===== config.mk =====
export PLATFORM = sky130hd
export DESIGN_NAME = mis_irq_ctrl
export DESIGN_NICKNAME = d
export VERILOG_FILES = /design/src/pkg/mis_pkg.sv /design/src/core/mis_irq_ctrl.sv
export VERILOG_INCLUDE_DIRS = /design/src /design/src/pkg
export SDC_FILE = /design/constraint.sdc
export NUM_CORES = 1
export LEC_CHECK = 0
export ABC_AREA = 1
export BUFFER_PORTS_ARGS = -buffer_cell sky130_fd_sc_hd__buf_4
export CORE_MARGIN = 4
export CORE_UTILIZATION = 40
export DETAILED_ROUTE_END_ITERATION = 8
export HOLD_SLACK_MARGIN = 0.12
export MAX_ROUTING_LAYER = met4
export PLACE_DENSITY = 0.69
export SLEW_MARGIN = 20
export SYNTH_ARGS = -nofsm -noshare
export SYNTH_HDL_FRONTEND = slang
export SYNTH_SLANG_ARGS = --single-unit
export TNS_END_PERCENT = 100

===== constraint.sdc =====
create_clock -name clk_sys -period 2.2 [get_ports clk_sys]
set_input_delay 0.11 -clock clk_sys [delete_from_list [all_inputs] [get_ports clk_sys]]
set_output_delay 0.11 -clock clk_sys [all_outputs]
set_load 0.01 [all_outputs]

===== src/pkg/mis_cfg.svh =====
`ifndef MIS_CFG_SVH
`define MIS_CFG_SVH
// register addresses on the serial port
`define MIS_ADDR_MODE        5'h06
`define MIS_ADDR_FLAGS       5'h04
`define MIS_ADDR_FLAGS_CLR   5'h05
`define MIS_ADDR_ENABLE      5'h0a
// status bit positions
`define MIS_BIT_HALF_FULL    3'd0
`define MIS_BIT_DIP          3'd1
`define MIS_BIT_WAVE         3'd3
`define MIS_BIT_ZERO_CROSS   3'd4
`define MIS_BIT_TEMP         3'd5
`define MIS_BIT_OVERFLOW     3'd7
// latched flags, zero cross is live
`define MIS_LATCH_MASK       8'haf
// mode field positions
`define MIS_MODE_CAL         7
`define MIS_MODE_RATE_LO     11
`define MIS_MODE_SRC_LO      13
`define MIS_MODE_TEST        15
// reset values
`define MIS_RST_MODE         16'h000c
`define MIS_RST_ENABLE       8'h00
// waveform update divider periods in master clock cycles
`define MIS_DIV_128          11'd128
`define MIS_DIV_256          11'd256
`define MIS_DIV_512          11'd512
`define MIS_DIV_1024         11'd1024
`endif


===== src/pkg/mis_pkg.sv =====
package mis_pkg;
   typedef enum logic [1:0] {
      MIS_SRC_POWER    = 2'b00,
      MIS_SRC_RESERVED = 2'b01,
      MIS_SRC_CH1      = 2'b10,
      MIS_SRC_CH2      = 2'b11
   } mis_src_type;

   typedef struct packed {
      logic half_full;
      logic overflow;
      logic dip;
      logic cal_done;
      logic temp_ready;
      logic zero_cross;
   } mis_event_type;

   typedef struct packed {
      logic [4:0]  addr;
      logic        wr;
      logic        rd;
      logic [15:0] wdata;
   } mis_req_type;
endpackage


===== src/core/mis_irq_ctrl.sv =====
`include "mis_cfg.svh"

// Overview of operation
// - each monitored event sets its status flag to one
// - request pin low while any set flag has its enable bit set
// - bit 0 set on energy msb rising from zero to one
// - bit 1 set on voltage dip or loss of zero crossings
// - in calibration mode bit 1 also marks integration end
// - bit 3 set each time a new waveform sample is loaded
// - bit 4 follows the live zero-crossing output
// - bit 5 set when a temperature result is stored
// - bit 7 set when the energy register overflows
// - rate codes 00 and 01 give divide by 128 and 256
// - mode bits 14:13 choose power, reserved, channel 1, channel 2
// - mode bit 15 enters factory test; keep zero in use
module mis_irq_ctrl
(
   // clock and reset
   input  wire logic                   clk_sys,
   input  wire logic                   reset_n,
   // register access from the serial port
   input  wire mis_pkg::mis_req_type   req,
   output logic [15:0]                 rdata,
   // events from the metering units
   input  wire mis_pkg::mis_event_type evt,
   // waveform samples by source
   input  wire logic [19:0]            smp_power,
   input  wire logic [19:0]            smp_ch1,
   input  wire logic [19:0]            smp_ch2,
   // outputs
   output logic [19:0]                 wave_data,
   output logic                        wave_load,
   output mis_pkg::mis_src_type        waveform_source_select,
   output logic                        calibration_mode_bit,
   output logic                        factory_test_bit,
   output logic                        irq_n
);

   logic [15:0] mode_ff,    nxt_mode;
   logic [7:0]  enable_ff,  nxt_enable;
   logic [7:0]  flags_ff,   nxt_flags;
   logic [10:0] div_ff,     nxt_div;
   logic [19:0] wave_ff,    nxt_wave;
   logic        msb_ff,     nxt_msb;
   logic        irq_ff,     nxt_irq;
   logic [15:0] rdata_ff,   nxt_rdata;
   logic        tick;
   logic [7:0]  set_vec;
   logic [7:0]  status;

   function automatic logic [10:0] rate_period(input logic [1:0] code);
      case (code)
         2'b00:   rate_period = `MIS_DIV_128;
         2'b01:   rate_period = `MIS_DIV_256;
         2'b10:   rate_period = `MIS_DIV_512;
         default: rate_period = `MIS_DIV_1024;
      endcase
   endfunction

   // waveform rate divider, one-cycle enable on wrap
   always_comb
   begin
      tick = (div_ff >= rate_period(mode_ff[`MIS_MODE_RATE_LO +: 2]) - 11'd1);
      nxt_div = tick ? 11'd0 : div_ff + 11'd1;
   end

   // source select; reserved code loads zero
   always_comb
   begin
      nxt_wave = wave_ff;
      if (tick)
      begin
         case (mode_ff[`MIS_MODE_SRC_LO +: 2])
            2'b00:   nxt_wave = smp_power;
            2'b10:   nxt_wave = smp_ch1;
            2'b11:   nxt_wave = smp_ch2;
            default: nxt_wave = 20'h0_0000;
         endcase
      end
   end

   // event to flag set vector
   always_comb
   begin
      nxt_msb = evt.half_full;
      set_vec = 8'h00;
      set_vec[`MIS_BIT_HALF_FULL] = evt.half_full & ~msb_ff;
      set_vec[`MIS_BIT_DIP] = evt.dip
         | (evt.cal_done & mode_ff[`MIS_MODE_CAL]);
      set_vec[`MIS_BIT_WAVE] = tick;
      set_vec[`MIS_BIT_TEMP] = evt.temp_ready;
      set_vec[`MIS_BIT_OVERFLOW] = evt.overflow;
   end

   // status view: latched flags plus live zero-cross
   always_comb
   begin
      status = flags_ff & `MIS_LATCH_MASK;
      status[`MIS_BIT_ZERO_CROSS] = evt.zero_cross;
   end

   // register writes, clear-on-read, set wins over clear
   always_comb
   begin
      nxt_mode = mode_ff;
      nxt_enable = enable_ff;
      nxt_flags = flags_ff;
      nxt_rdata = rdata_ff;
      if (req.wr)
      begin
         if (req.addr == `MIS_ADDR_MODE)
            nxt_mode = req.wdata;
         else if (req.addr == `MIS_ADDR_ENABLE)
            nxt_enable = req.wdata[7:0];
      end
      if (req.rd)
      begin
         if (req.addr == `MIS_ADDR_MODE)
            nxt_rdata = mode_ff;
         else if (req.addr == `MIS_ADDR_ENABLE)
            nxt_rdata = {8'h00, enable_ff};
         else if (req.addr == `MIS_ADDR_FLAGS)
            nxt_rdata = {8'h00, status};
         else if (req.addr == `MIS_ADDR_FLAGS_CLR)
         begin
            nxt_rdata = {8'h00, status};
            nxt_flags = 8'h00;
         end
         else
            nxt_rdata = 16'h0000;
      end
      nxt_flags = (nxt_flags | set_vec) & `MIS_LATCH_MASK;
      nxt_irq = ~|(status & enable_ff);
   end

   // divider state
   always_ff @(posedge clk_sys or negedge reset_n)
   begin
      if (!reset_n)
      begin
         div_ff <= 11'd0;
      end
      else
      begin
         div_ff <= nxt_div;
      end
   end

   // waveform sample register
   always_ff @(posedge clk_sys or negedge reset_n)
   begin
      if (!reset_n)
      begin
         wave_ff <= 20'h0_0000;
      end
      else
      begin
         wave_ff <= nxt_wave;
      end
   end

   // msb edge detector; resets low like an empty energy register
   always_ff @(posedge clk_sys or negedge reset_n)
   begin
      if (!reset_n)
      begin
         msb_ff <= 1'b0;
      end
      else
      begin
         msb_ff <= nxt_msb;
      end
   end

   // registers, flags, read data and request line
   always_ff @(posedge clk_sys or negedge reset_n)
   begin
      if (!reset_n)
      begin
         mode_ff   <= `MIS_RST_MODE;
         enable_ff <= `MIS_RST_ENABLE;
         flags_ff  <= 8'h00;
         irq_ff    <= 1'b1;
         rdata_ff  <= 16'h0000;
      end
      else
      begin
         mode_ff   <= nxt_mode;
         enable_ff <= nxt_enable;
         flags_ff  <= nxt_flags;
         irq_ff    <= nxt_irq;
         rdata_ff  <= nxt_rdata;
      end
   end

   assign rdata = rdata_ff;
   assign wave_data = wave_ff;
   assign wave_load = flags_ff[`MIS_BIT_WAVE];
   assign waveform_source_select = mis_pkg::mis_src_type'(mode_ff[`MIS_MODE_SRC_LO +: 2]);
   assign calibration_mode_bit = mode_ff[`MIS_MODE_CAL];
   assign factory_test_bit = mode_ff[`MIS_MODE_TEST];
   assign irq_n = irq_ff;
endmodule


=== After elaboration in Yosys (flattened, before gate mapping) ===
Cells that the tools add are included.

* $add $sub $neg: 2
* Magnitude comparators: 1
* Equality and inequality tests: 8
* Multiplexer cells: 12
* Bitwise gates (word level): 7
* Reductions and logical operators: 6

{| class="wikitable"
|+ Operators by type and width
! operator !! number
|-
| $mux 8 || 8
|-
| $pmux 20 s3 || 1
|-
| $pmux 11 s3 || 1
|-
| $mux 16 || 1
|-
| $eq 5x3->1 const B || 3
|-
| $add 11x1->11 const B || 1
|-
| $ge 11x11->1 || 1
|-
| $mux 11 || 1
|-
| $sub 11x1->11 const B || 1
|-
| $and 8x8->8 || 1
|-
| $or 8x8->8 || 1
|-
| $reduce_or 8->1 || 1
|-
| $eq 2x2->1 const B || 3
|-
| $eq 5x4->1 const B || 1
|-
| $logic_not 2->1 || 2
|-
| $reduce_and 3->1 || 1
|-
| $and 1x1->1 || 2
|-
| $eq 2x1->1 const B || 1
|-
| $not 1->1 || 2
|-
| $reduce_and 2->1 || 1
|-
| $logic_not 1->1 || 1
|-
| $or 1x1->1 || 1
|}

* Register bits after elaboration: 79
* Input bits: 91
* Output and inout port bits: 42
* Logic and storage cells: 44

=== Depth between registers and ports, before layout ===
Gate-level depths: netlist of run 1.

* Depth in word-level cells: 7
* Gate-level depth with buffers: 9
* Mapped depth without buffers: 8

=== Worst setup path after synthesis of run 1 ===
No wires, ideal clock.

* Path kind: register to register
* Start point: register mode_ff[11]
* End point: register flags_ff[3]
* Setup time: 0.142 ns
* Arrival: 1.444 ns
* Required time: 2.058 ns
* Setup slack: 0.614 ns
* Stages on the path, launching flop included: 8
* Path buffers: 1
* Period minus slack after synthesis: 1.586 ns
* Path through: dfrtp_1 nand2_1 ha_1 nand2_1 inv_1 a21oi_1 clkbuf_1 nand4_1

* Cells in the longest elaborated chain, start to end: 5
* Elaborated cells on any way between the ends: 7
* Those cells by class: 1 x add/sub; 1 x order compare; 2 x eq/ne; 1 x mux; 1 x bitwise; 1 x reduce/logical

{| class="wikitable"
|+ RTL lines
! what !! RTL line !! source
|-
| from (decl) || mis_irq_ctrl.sv:39 || <nowiki>logic [15:0] mode_ff, nxt_mode;</nowiki>
|-
| from (signal assigned) || mis_irq_ctrl.sv:180 || <nowiki>mode_ff <= `MIS_RST_MODE;</nowiki>
|-
| from (signal assigned) || mis_irq_ctrl.sv:188 || <nowiki>mode_ff <= nxt_mode;</nowiki>
|-
| $eq 2x2->1, or another cell as far along || mis_irq_ctrl.sv:52 || <nowiki>case (code)</nowiki>
|-
| $pmux 11 s3 (*) || mis_irq_ctrl.sv:52 ||
|-
| $sub 11x1->11 (*) || mis_irq_ctrl.sv:63 || <nowiki>tick = (div_ff >= rate_period(mode_ff[`MIS_MODE_RATE_LO +: 2]) - 11'd1);</nowiki>
|-
| $ge 11x11->1 (*) || mis_irq_ctrl.sv:63 ||
|-
| $or 8x8->8 (*) || mis_irq_ctrl.sv:132 || <nowiki>nxt_flags = (nxt_flags | set_vec) & `MIS_LATCH_MASK;</nowiki>
|-
| named net nxt_flags[3] || mis_irq_ctrl.sv:41 || <nowiki>logic [7:0] flags_ff, nxt_flags;</nowiki>
|-
| to (signal assigned) || mis_irq_ctrl.sv:190 || <nowiki>flags_ff <= nxt_flags;</nowiki>
|-
| to (decl) || mis_irq_ctrl.sv:41 ||
|}

Mark *: on every way through the listed nets, which the timed path passes. The rest lies on a longest branch.
A chain may end at the register's enable or synchronous reset.

=== Worst setup path after layout of run 1 ===
* Start point: register mode_ff[13]
* End point: register wave_ff[3], in the netlist wave_data[3]

* Cells in the longest elaborated chain, start to end: 2
* Elaborated cells on any way between the ends: 4
* Those cells by class: 2 x eq/ne; 1 x mux; 1 x reduce/logical

{| class="wikitable"
|+ RTL lines
! what !! RTL line !! source
|-
| $eq 2x2->1 / $logic_not 2->1 (equally long branches) || mis_irq_ctrl.sv:73 || <nowiki>case (mode_ff[`MIS_MODE_SRC_LO +: 2])</nowiki>
|-
| $pmux 20 s3 (*) || mis_irq_ctrl.sv:73 ||
|-
| to (signal assigned) || mis_irq_ctrl.sv:158 || <nowiki>wave_ff <= nxt_wave;</nowiki>
|-
| to (decl) || mis_irq_ctrl.sv:43 || <nowiki>logic [19:0] wave_ff, nxt_wave;</nowiki>
|}

Every way passes the cells marked *; elsewhere a longest branch is shown, timed or not.

==> flow_metrics.py, run 1 <==
metrics = {
    "run_status": {
        "run_status": "completed",
    },
    "cells_and_area": {
        "syn2layout_area_growth_pct": 49.4,
        "final_area_mm2": 0.00582,
        "final_net_count": 785,
        "antennaDiodeCount": 0,
        "ratio_of_cells_with_drive_above_1_in_the_final_layout": 0.239,
    },
    "yosys": {
        "synthDistinctLibCells": 30,
        "synth_top_area_frac": 0.482,
        "number_of_enable_flip_flop_cells_after_synthesis": 0,
        "syn_inst": 497,
        "synth.area.top_cells": "sky130_fd_sc_hd__dfrtp_1 48%, sky130_fd_sc_hd__nand2_1 19%, sky130_fd_sc_hd__nand3_1 5.5%",
        "post_synthesis_mean_instance_area_um2": 7.84,
        "synth-seq-cells": 78,
        "synth_flop_cell": "sky130_fd_sc_hd__dfrtp_1",
        "synth_top_cells_by_count": "202 x sky130_fd_sc_hd__nand2_1, 75 x sky130_fd_sc_hd__dfrtp_1, 43 x sky130_fd_sc_hd__nand3_1",
        "yosysWarningCount": 0,
        "synth-seq-area-share": 0.502,
        "most_used_standard_cell_by_instance_count_after_synthesis": "sky130_fd_sc_hd__nand2_1",
        "synthArstFlopShare": 1.00,
        "synthesis.nets": 593,
        "post-synth-top-area-cell": "sky130_fd_sc_hd__dfrtp_1",
        "synthesis.area_mm2": 0.00390,
    },
    "global_routing": {
        "initial_antenna_violation_count": 0,
        "overflow_left_after_global_routing": 0,
        "via_count_of_the_first_global_routing_pass": 4138,
        "globalRouteTotalUtil": 0.213,
        "wire_length_of_the_first_global_routing_pass_mm": 19.3,
        "grt_start_max_net_pins": 79,
    },
    "timing": {
        "finalWorstPathRequiredPeriod_ns": 2.05,
        "finalClockSkew_ns": 0.00984,
        "worst-slew-pin-transition_ns": 0.641,
        "slew_viol_final": 0,
        "setup_slack_ns": 0.147,
        "relSlewSlack": 0.572,
        "setup_repair_after_global_routing_missed_its_margin": "no",
        "max_freq_ghz": 0.487,
        "final_min_period_over_clock_period": 0.933,
        "timing.final.hold_violations": 0,
        "setup_viol_count_final": 0,
        "tns_ns": 0,
    },
    "place": {
        "placed_cell_area_mm2": 0.00499,
        "io_buffers": 132,
        "detailedPlace.worstSlack_ns": 0.198,
        "gpl.final_weighted_congestion": 0.918,
        "dpl.hpwl_mm": 7.89,
    },
    "cts": {
        "cts.path.max_buffers": 2,
        "cts_root_buffer": "sky130_fd_sc_hd__clkbuf_8",
        "htree_num_levels": 3,
        "cts_buffers": 9,
        "cts.sink_count": 78,
        "clock_latency_late_sink_ns": 0.34,
        "path_clk_slew_ns": 0.08,
        "tritoncts_clock_tree": "done",
    },
    "floorplan": {
        "top_level_ports": 133,
        "floorplan.die_area_mm2": 0.0114,
        "die_width_um": 107,
        "core_area_mm2": 0.00937,
        "core.rowCount": 35,
        "effective_utilization_at_floorplan": 0.416,
        "die_height_um": 107,
    },
    "critical_path": {
        "critical-path-slowest-cell": "sky130_fd_sc_hd__dlygate4sd3_1",
        "critical_path_peak_fanout": 20,
        "critical_path.top_delay_family": "buffers and inverters",
        "critical_path.n_buffers_inverters": 2,
        "worst-setup-path-type": "reg -> reg",
        "critical_path_required_ns": 2.44,
        "cp_slowest_stage_delay_ns": 0.59,
        "dominant_cell_type_by_count_on_the_critical_path": "sky130_fd_sc_hd__nand2_1",
        "worst_setup_sp_type": "flop",
        "critPathArrivalTime_ns": 2.29,
        "crit_path_end_kind": "flop",
        "worstPathCellList": "nand2_1 > clkinvlp_4 > nand2_1 > nand3_1 > dlygate4sd3_1 > nand2_1 > nand2_1",
        "worstSetupStartpoint": "mode_ff[13]",
        "r2r-start": "mode_ff[13]",
    },
    "job": {
        "cap_viol_max_count": 0,
    },
    "detailed_routing": {
        "first_iter_violations": 119,
        "routed_via_density": 4.89,
        "tritonroute_pass_1_iters": 4,
        "detailroute.via_count": 4022,
        "finalWirelength_mm": 11.4,
        "wl_per_cell_um": 13.9,
        "drcViolationCount": 0,
        "antenna_violating_nets_post_route": 0,
    },
    "pwr": {
        "sw_frac_of_total": 0.286,
        "pwr-share-comb": 0.254,
        "seq_power_share": 0.485,
        "power.density_mw_per_mm2": 590,
        "static-leakage-power_nw": 2.96,
        "max-vdd-ir-drop_uv": 286,
        "power_mw": 3.43,
        "power.share.clock": 0.261,
        "internal-power_mw": 2.45,
        "switchingPower_mw": 0.982,
    },
    "min_path": {
        "startpoint_of_the_tightest_hold_check_path": "smp_power[15]",
        "worst_hold_path_type": "in -> reg",
    },
}
==> power by group through the flow <==
stage	clock (mW)	sequential, mW	combinational (mW)
finish	0.896	1.66	0.872
global route	0.981	1.68	0.974
CTS	0.918	1.66	0.870
detailed placement	0	1.69	0.701
global placement	0	1.68	0.687
floorplan	0	1.69	0.342
==> worst reg2reg max path: stages (launching register included) <==
cell and delay (ns):
sky130_fd_sc_hd__dfrtp_1 0.49, sky130_fd_sc_hd__nand2_1 0.16, sky130_fd_sc_hd__clkinvlp_4 0.32, sky130_fd_sc_hd__nand2_1 0.16
sky130_fd_sc_hd__nand3_1 0.10, sky130_fd_sc_hd__dlygate4sd3_1 0.59, sky130_fd_sc_hd__nand2_1 0.07, sky130_fd_sc_hd__nand2_1 0.06
==> layer usage <==
metal | part of all wire | vias to the layer above | routed length [um] | global-route usage
met5 | 0 | - | 0 | -
met4 | 0.024 | 0 | 269 | 0.0804
met3 | 0.058 | 23 | 662 | 0.0337
met2 | 0.48 | 150 | 5430 | 0.338
met1 | 0.44 | 1851 | 5040 | 0.279
li1 | - | 1998 | - | -
==> registers in the layout (all words and copies together), names as in the netlist <==
name       cells
enable_ff      8
div_ff        11
wave_data     20
rdata         16
msb_ff         1
flags_ff       5
mode_ff       16
irq_n          1
==> layout by cell type (no fill, tap or decap) <==
cell type                         n
sky130_fd_sc_hd__a21o_1           2
sky130_fd_sc_hd__a21oi_1          5
sky130_fd_sc_hd__a21oi_2          1
sky130_fd_sc_hd__a22o_1           3
sky130_fd_sc_hd__buf_12           1
sky130_fd_sc_hd__buf_4          138
sky130_fd_sc_hd__clkbuf_1         5
sky130_fd_sc_hd__clkbuf_8         9
sky130_fd_sc_hd__clkinv_1         1
sky130_fd_sc_hd__clkinv_2         2
sky130_fd_sc_hd__clkinvlp_4       1
sky130_fd_sc_hd__conb_1           1
sky130_fd_sc_hd__dfrtp_1         75
sky130_fd_sc_hd__dfstp_2          3
sky130_fd_sc_hd__dlygate4sd3_1   67
sky130_fd_sc_hd__ha_1             5
sky130_fd_sc_hd__inv_1           27
sky130_fd_sc_hd__nand2_1        202
sky130_fd_sc_hd__nand2_2          1
sky130_fd_sc_hd__nand2_4          1
sky130_fd_sc_hd__nand3_1         43
sky130_fd_sc_hd__nand3_2          2
sky130_fd_sc_hd__nand4_1         31
sky130_fd_sc_hd__nand4_2          1
sky130_fd_sc_hd__nor2_1          26
sky130_fd_sc_hd__nor2_2           4
sky130_fd_sc_hd__nor2_4           2
sky130_fd_sc_hd__nor3_1           1
sky130_fd_sc_hd__o21ai_0         15
sky130_fd_sc_hd__o21ai_1          9
sky130_fd_sc_hd__o21bai_1         1
sky130_fd_sc_hd__o31ai_1          3
sky130_fd_sc_hd__xnor2_1          1
sky130_fd_sc_hd__xor2_1           5
==> cell families after synthesis <==
logic type	Yosys count	share of synthesized area
AOI/OAI and AO/OA	39	0.0568
xor gates and xnor gates	6	0.0135
adders and majority gates	5	0.0161
buffers and inverters	54	0.0597
DFF	78	0.502
other	1	0.000962
and+or+nand+nor	314	0.351
==> timing repair <==
action,in CTS,in global routing
hold buffers,67,0
gates resized for setup,0,1
endpoints found under the setup margin,0,1
hold endpoints to repair,137,0
buffers inserted,0,0
==> per-stage QoR <==
step | cells | hold slack (ns) | util
6_report | 823 | 0.132 | 0.621
5_1_grt | 823 | 0.154 | 0.621
4_1_cts | 823 | 0.124 | 0.621
3_5_place_dp | 740 | 0.171 | 0.533
3_3_place_gp | 740 | 0.163 | 0.533
2_1_floorplan | 497 | -0.186 | -
==> path summary, 6_finish.rpt <==
| kind | end | slack, ns | depth (start not counted) |
|---|---|---|---|
| min in group asynchronous | wave_data[1] | 0.31 | 3 |
| hold / removal | wave_data[15] | 0.13 | 5 |
| hold reg to reg | flags_ff[0] | 0.42 | 1 |
| setup / recovery | wave_data[3] | 0.15 | 7 |
| setup reg to reg | wave_data[3] | 0.15 | 7 |
| max in group asynchronous | mode_ff[2] | 1.49 | 3 |
==> layout make-up <==
class,instances,area (um^2)
fill,815,3550
sequential,78,1960
timing repair buffer,206,1730
multi-input combinational,365,1710
tap,129,161
clock buffer,14,143
inverter,29,113
clock inverter,2,10.0
(Power assumes the default switching activity.)
==> run 2: changes to the inputs <==
--- a/config.mk
+++ b/config.mk
@@ -13,7 +13,7 @@
 export DETAILED_ROUTE_END_ITERATION = 8
 export HOLD_SLACK_MARGIN = 0.12
 export MAX_ROUTING_LAYER = met4
-export PLACE_DENSITY = 0.69
+export PLACE_DENSITY_LB_ADDON = 0.12
 export SLEW_MARGIN = 20
 export SYNTH_ARGS = -nofsm -noshare
 export SYNTH_HDL_FRONTEND = slang
==> constraint.sdc (replaced) <==
create_clock -name clk_sys -period 2.2 [get_ports clk_sys]
set_input_delay 0.11 -clock clk_sys [delete_from_list [all_inputs] [get_ports clk_sys]]
set_output_delay 0.11 -clock clk_sys [all_outputs]
set_load 0.1 [all_outputs]
==> flow_metrics.py, run 2 (synthesized netlist as in run 1, its figures left out) <==
metrics = {
    "place": {
        "gpl.final_weighted_congestion": 0.875,
        "detailedPlace.worstSlack_ns": 0.529,
        "io_buffers": 132,
        "dpl.hpwl_mm": 7.91,
    },
    "timing": {
        "slew_viol_final": 0,
        "worst-slew-pin-transition_ns": 0.807,
        "relSlewSlack": 0.462,
        "setup_slack_ns": 0.274,
        "setup_viol_count_final": 0,
        "timing.final.hold_violations": 0,
        "tns_ns": 0,
        "max_freq_ghz": 0.519,
        "finalWorstPathRequiredPeriod_ns": 1.93,
        "setup_repair_after_global_routing_missed_its_margin": "no",
        "finalClockSkew_ns": 0.00714,
        "final_min_period_over_clock_period": 0.875,
    },
    "critical_path": {
        "critical-path-slowest-cell": "sky130_fd_sc_hd__dlygate4sd3_1",
        "dominant_cell_type_by_count_on_the_critical_path": "sky130_fd_sc_hd__nand2_1",
        "critical_path.top_delay_family": "buffers and inverters",
        "critPathArrivalTime_ns": 2.21,
        "critical_path.n_buffers_inverters": 2,
        "cp_slowest_stage_delay_ns": 0.57,
        "worst-setup-path-type": "reg -> reg",
        "crit_path_end_kind": "flop",
        "worst_setup_sp_type": "flop",
        "critical_path_peak_fanout": 20,
        "worstPathCellList": "nand2_1 > inv_1 > nand2_1 > nand3_1 > dlygate4sd3_1 > nand2_1 > nand2_1",
        "critical_path_required_ns": 2.48,
    },
    "floorplan": {
        "effective_utilization_at_floorplan": 0.416,
        "core_area_mm2": 0.00937,
        "die_height_um": 107,
        "die_width_um": 107,
        "top_level_ports": 133,
        "floorplan.die_area_mm2": 0.0114,
        "core.rowCount": 35,
    },
    "cts": {
        "path_clk_slew_ns": 0.08,
        "htree_num_levels": 3,
        "cts.path.max_buffers": 2,
        "cts_root_buffer": "sky130_fd_sc_hd__clkbuf_8",
        "cts.sink_count": 78,
        "clock_latency_late_sink_ns": 0.34,
        "cts.repair_timing.setup_buffer_count": 0,
        "cts_buffers": 9,
        "tritoncts_clock_tree": "done",
    },
    "global_routing": {
        "via_count_of_the_first_global_routing_pass": 4170,
        "initial_antenna_violation_count": 0,
        "grt_use_met3": 0.0397,
        "wire_length_of_the_first_global_routing_pass_mm": 19.0,
        "groute.layer.met2.usage": 0.354,
        "grt.met1_usage": 0.252,
        "overflow_left_after_global_routing": 0,
        "globalRouteTotalUtil": 0.211,
        "grt-busiest-layer": "met2",
        "grt_start_max_net_pins": 65,
    },
    "detailed_routing": {
        "routed_via_density": 4.84,
        "tritonroute_pass_1_iters": 4,
        "drcViolationCount": 0,
        "detailroute.via_count": 4004,
        "wl_per_cell_um": 13.4,
        "antenna_violating_nets_post_route": 0,
        "first_iter_violations": 179,
        "finalWirelength_mm": 11.1,
    },
    "cells_and_area": {
        "antennaDiodeCount": 0,
        "final_net_count": 790,
        "most_common_cell_after_layout_fill_and_taps_aside": "sky130_fd_sc_hd__nand2_1",
        "syn2layout_area_growth_pct": 52.0,
        "most-common-layout-cells": "202 x sky130_fd_sc_hd__nand2_1, 142 x sky130_fd_sc_hd__buf_4, 75 x sky130_fd_sc_hd__dfrtp_1",
        "largest_register_ff_count": 20,
        "filler_cell_count": 848,
        "ratio_of_cells_with_drive_above_1_in_the_final_layout": 0.246,
    },
    "job": {
        "cap_viol_max_count": 0,
    },
    "min_path": {
        "worst_hold_path_type": "in -> reg",
    },
    "pwr": {
        "static-leakage-power_nw": 3.02,
        "power.density_mw_per_mm2": 701,
        "max-vdd-ir-drop_uv": 472,
    },
    "run_status": {
        "run_status": "completed",
    },
}
[run 2: final timing paths]
check                             from  cells past startpoint  slack, ns            end
min in group asynchronous      reset_n                      2       0.40    flags_ff[7]
setup / recovery           mode_ff[13]                      7       0.27   wave_data[3]
max in group asynchronous      reset_n                      3       1.13  wave_data[18]
hold reg to reg                 msb_ff                      1       0.43    flags_ff[0]
setup reg to reg           mode_ff[13]                      7       0.27   wave_data[3]
hold / removal                 req[21]                      6       0.21       rdata[7]
[run 2: layout make-up]
class,count,area [um^2],share of cell area
flip-flops and latches,78,1960,0.330
repair buffers,211,1760,0.297
multi-input cells,365,1710,0.288
well taps,129,161,0.0272
clock buffers,11,151,0.0256
inverters,29,109,0.0184
clock inverters,5,81.3,0.0137
[run 2: per-layer routing]
metal	share of wire	vias up
met3	0.065	23
met4	0.025	0
met2	0.48	151
met5	0	-
met1	0.43	1825
li1	-	2005
[run 2: repair_timing]
action / 4_1_cts / 5_1_grt
resized for setup: 0 / 0
hold buffers: 69 / 0
hold endpoints to repair: 118 / 0
[run 2: power breakdown]
group	internal, mW	switching, mW
sequential	1.57	0.0943
combinational	0.484	0.793
clock	0.701	0.513
total	2.75	1.40
[run 2: tightest hold or removal path, cell delays in order]
cell and delay, ns:
sky130_fd_sc_hd__buf_4 0.09, sky130_fd_sc_hd__nor2_2 0.07, sky130_fd_sc_hd__nand3_1 0.07, sky130_fd_sc_hd__nand3_1 0.08, sky130_fd_sc_hd__nand2_1 0.06, sky130_fd_sc_hd__nand2_1 0.04
[run 2: per-stage QoR]
stage	total power, mW	instance area [um^2]	std cells	utilization	hold slack (ns)
after floorplan	2.43	3900	497	-	-0.186
after global placement	2.77	5000	743	0.534	0.230
after detailed placement	2.79	5000	743	0.534	0.231
after CTS	4.19	5920	828	0.632	0.205
after global routing	4.38	5920	828	0.632	0.236
final	4.15	5920	828	0.632	0.210
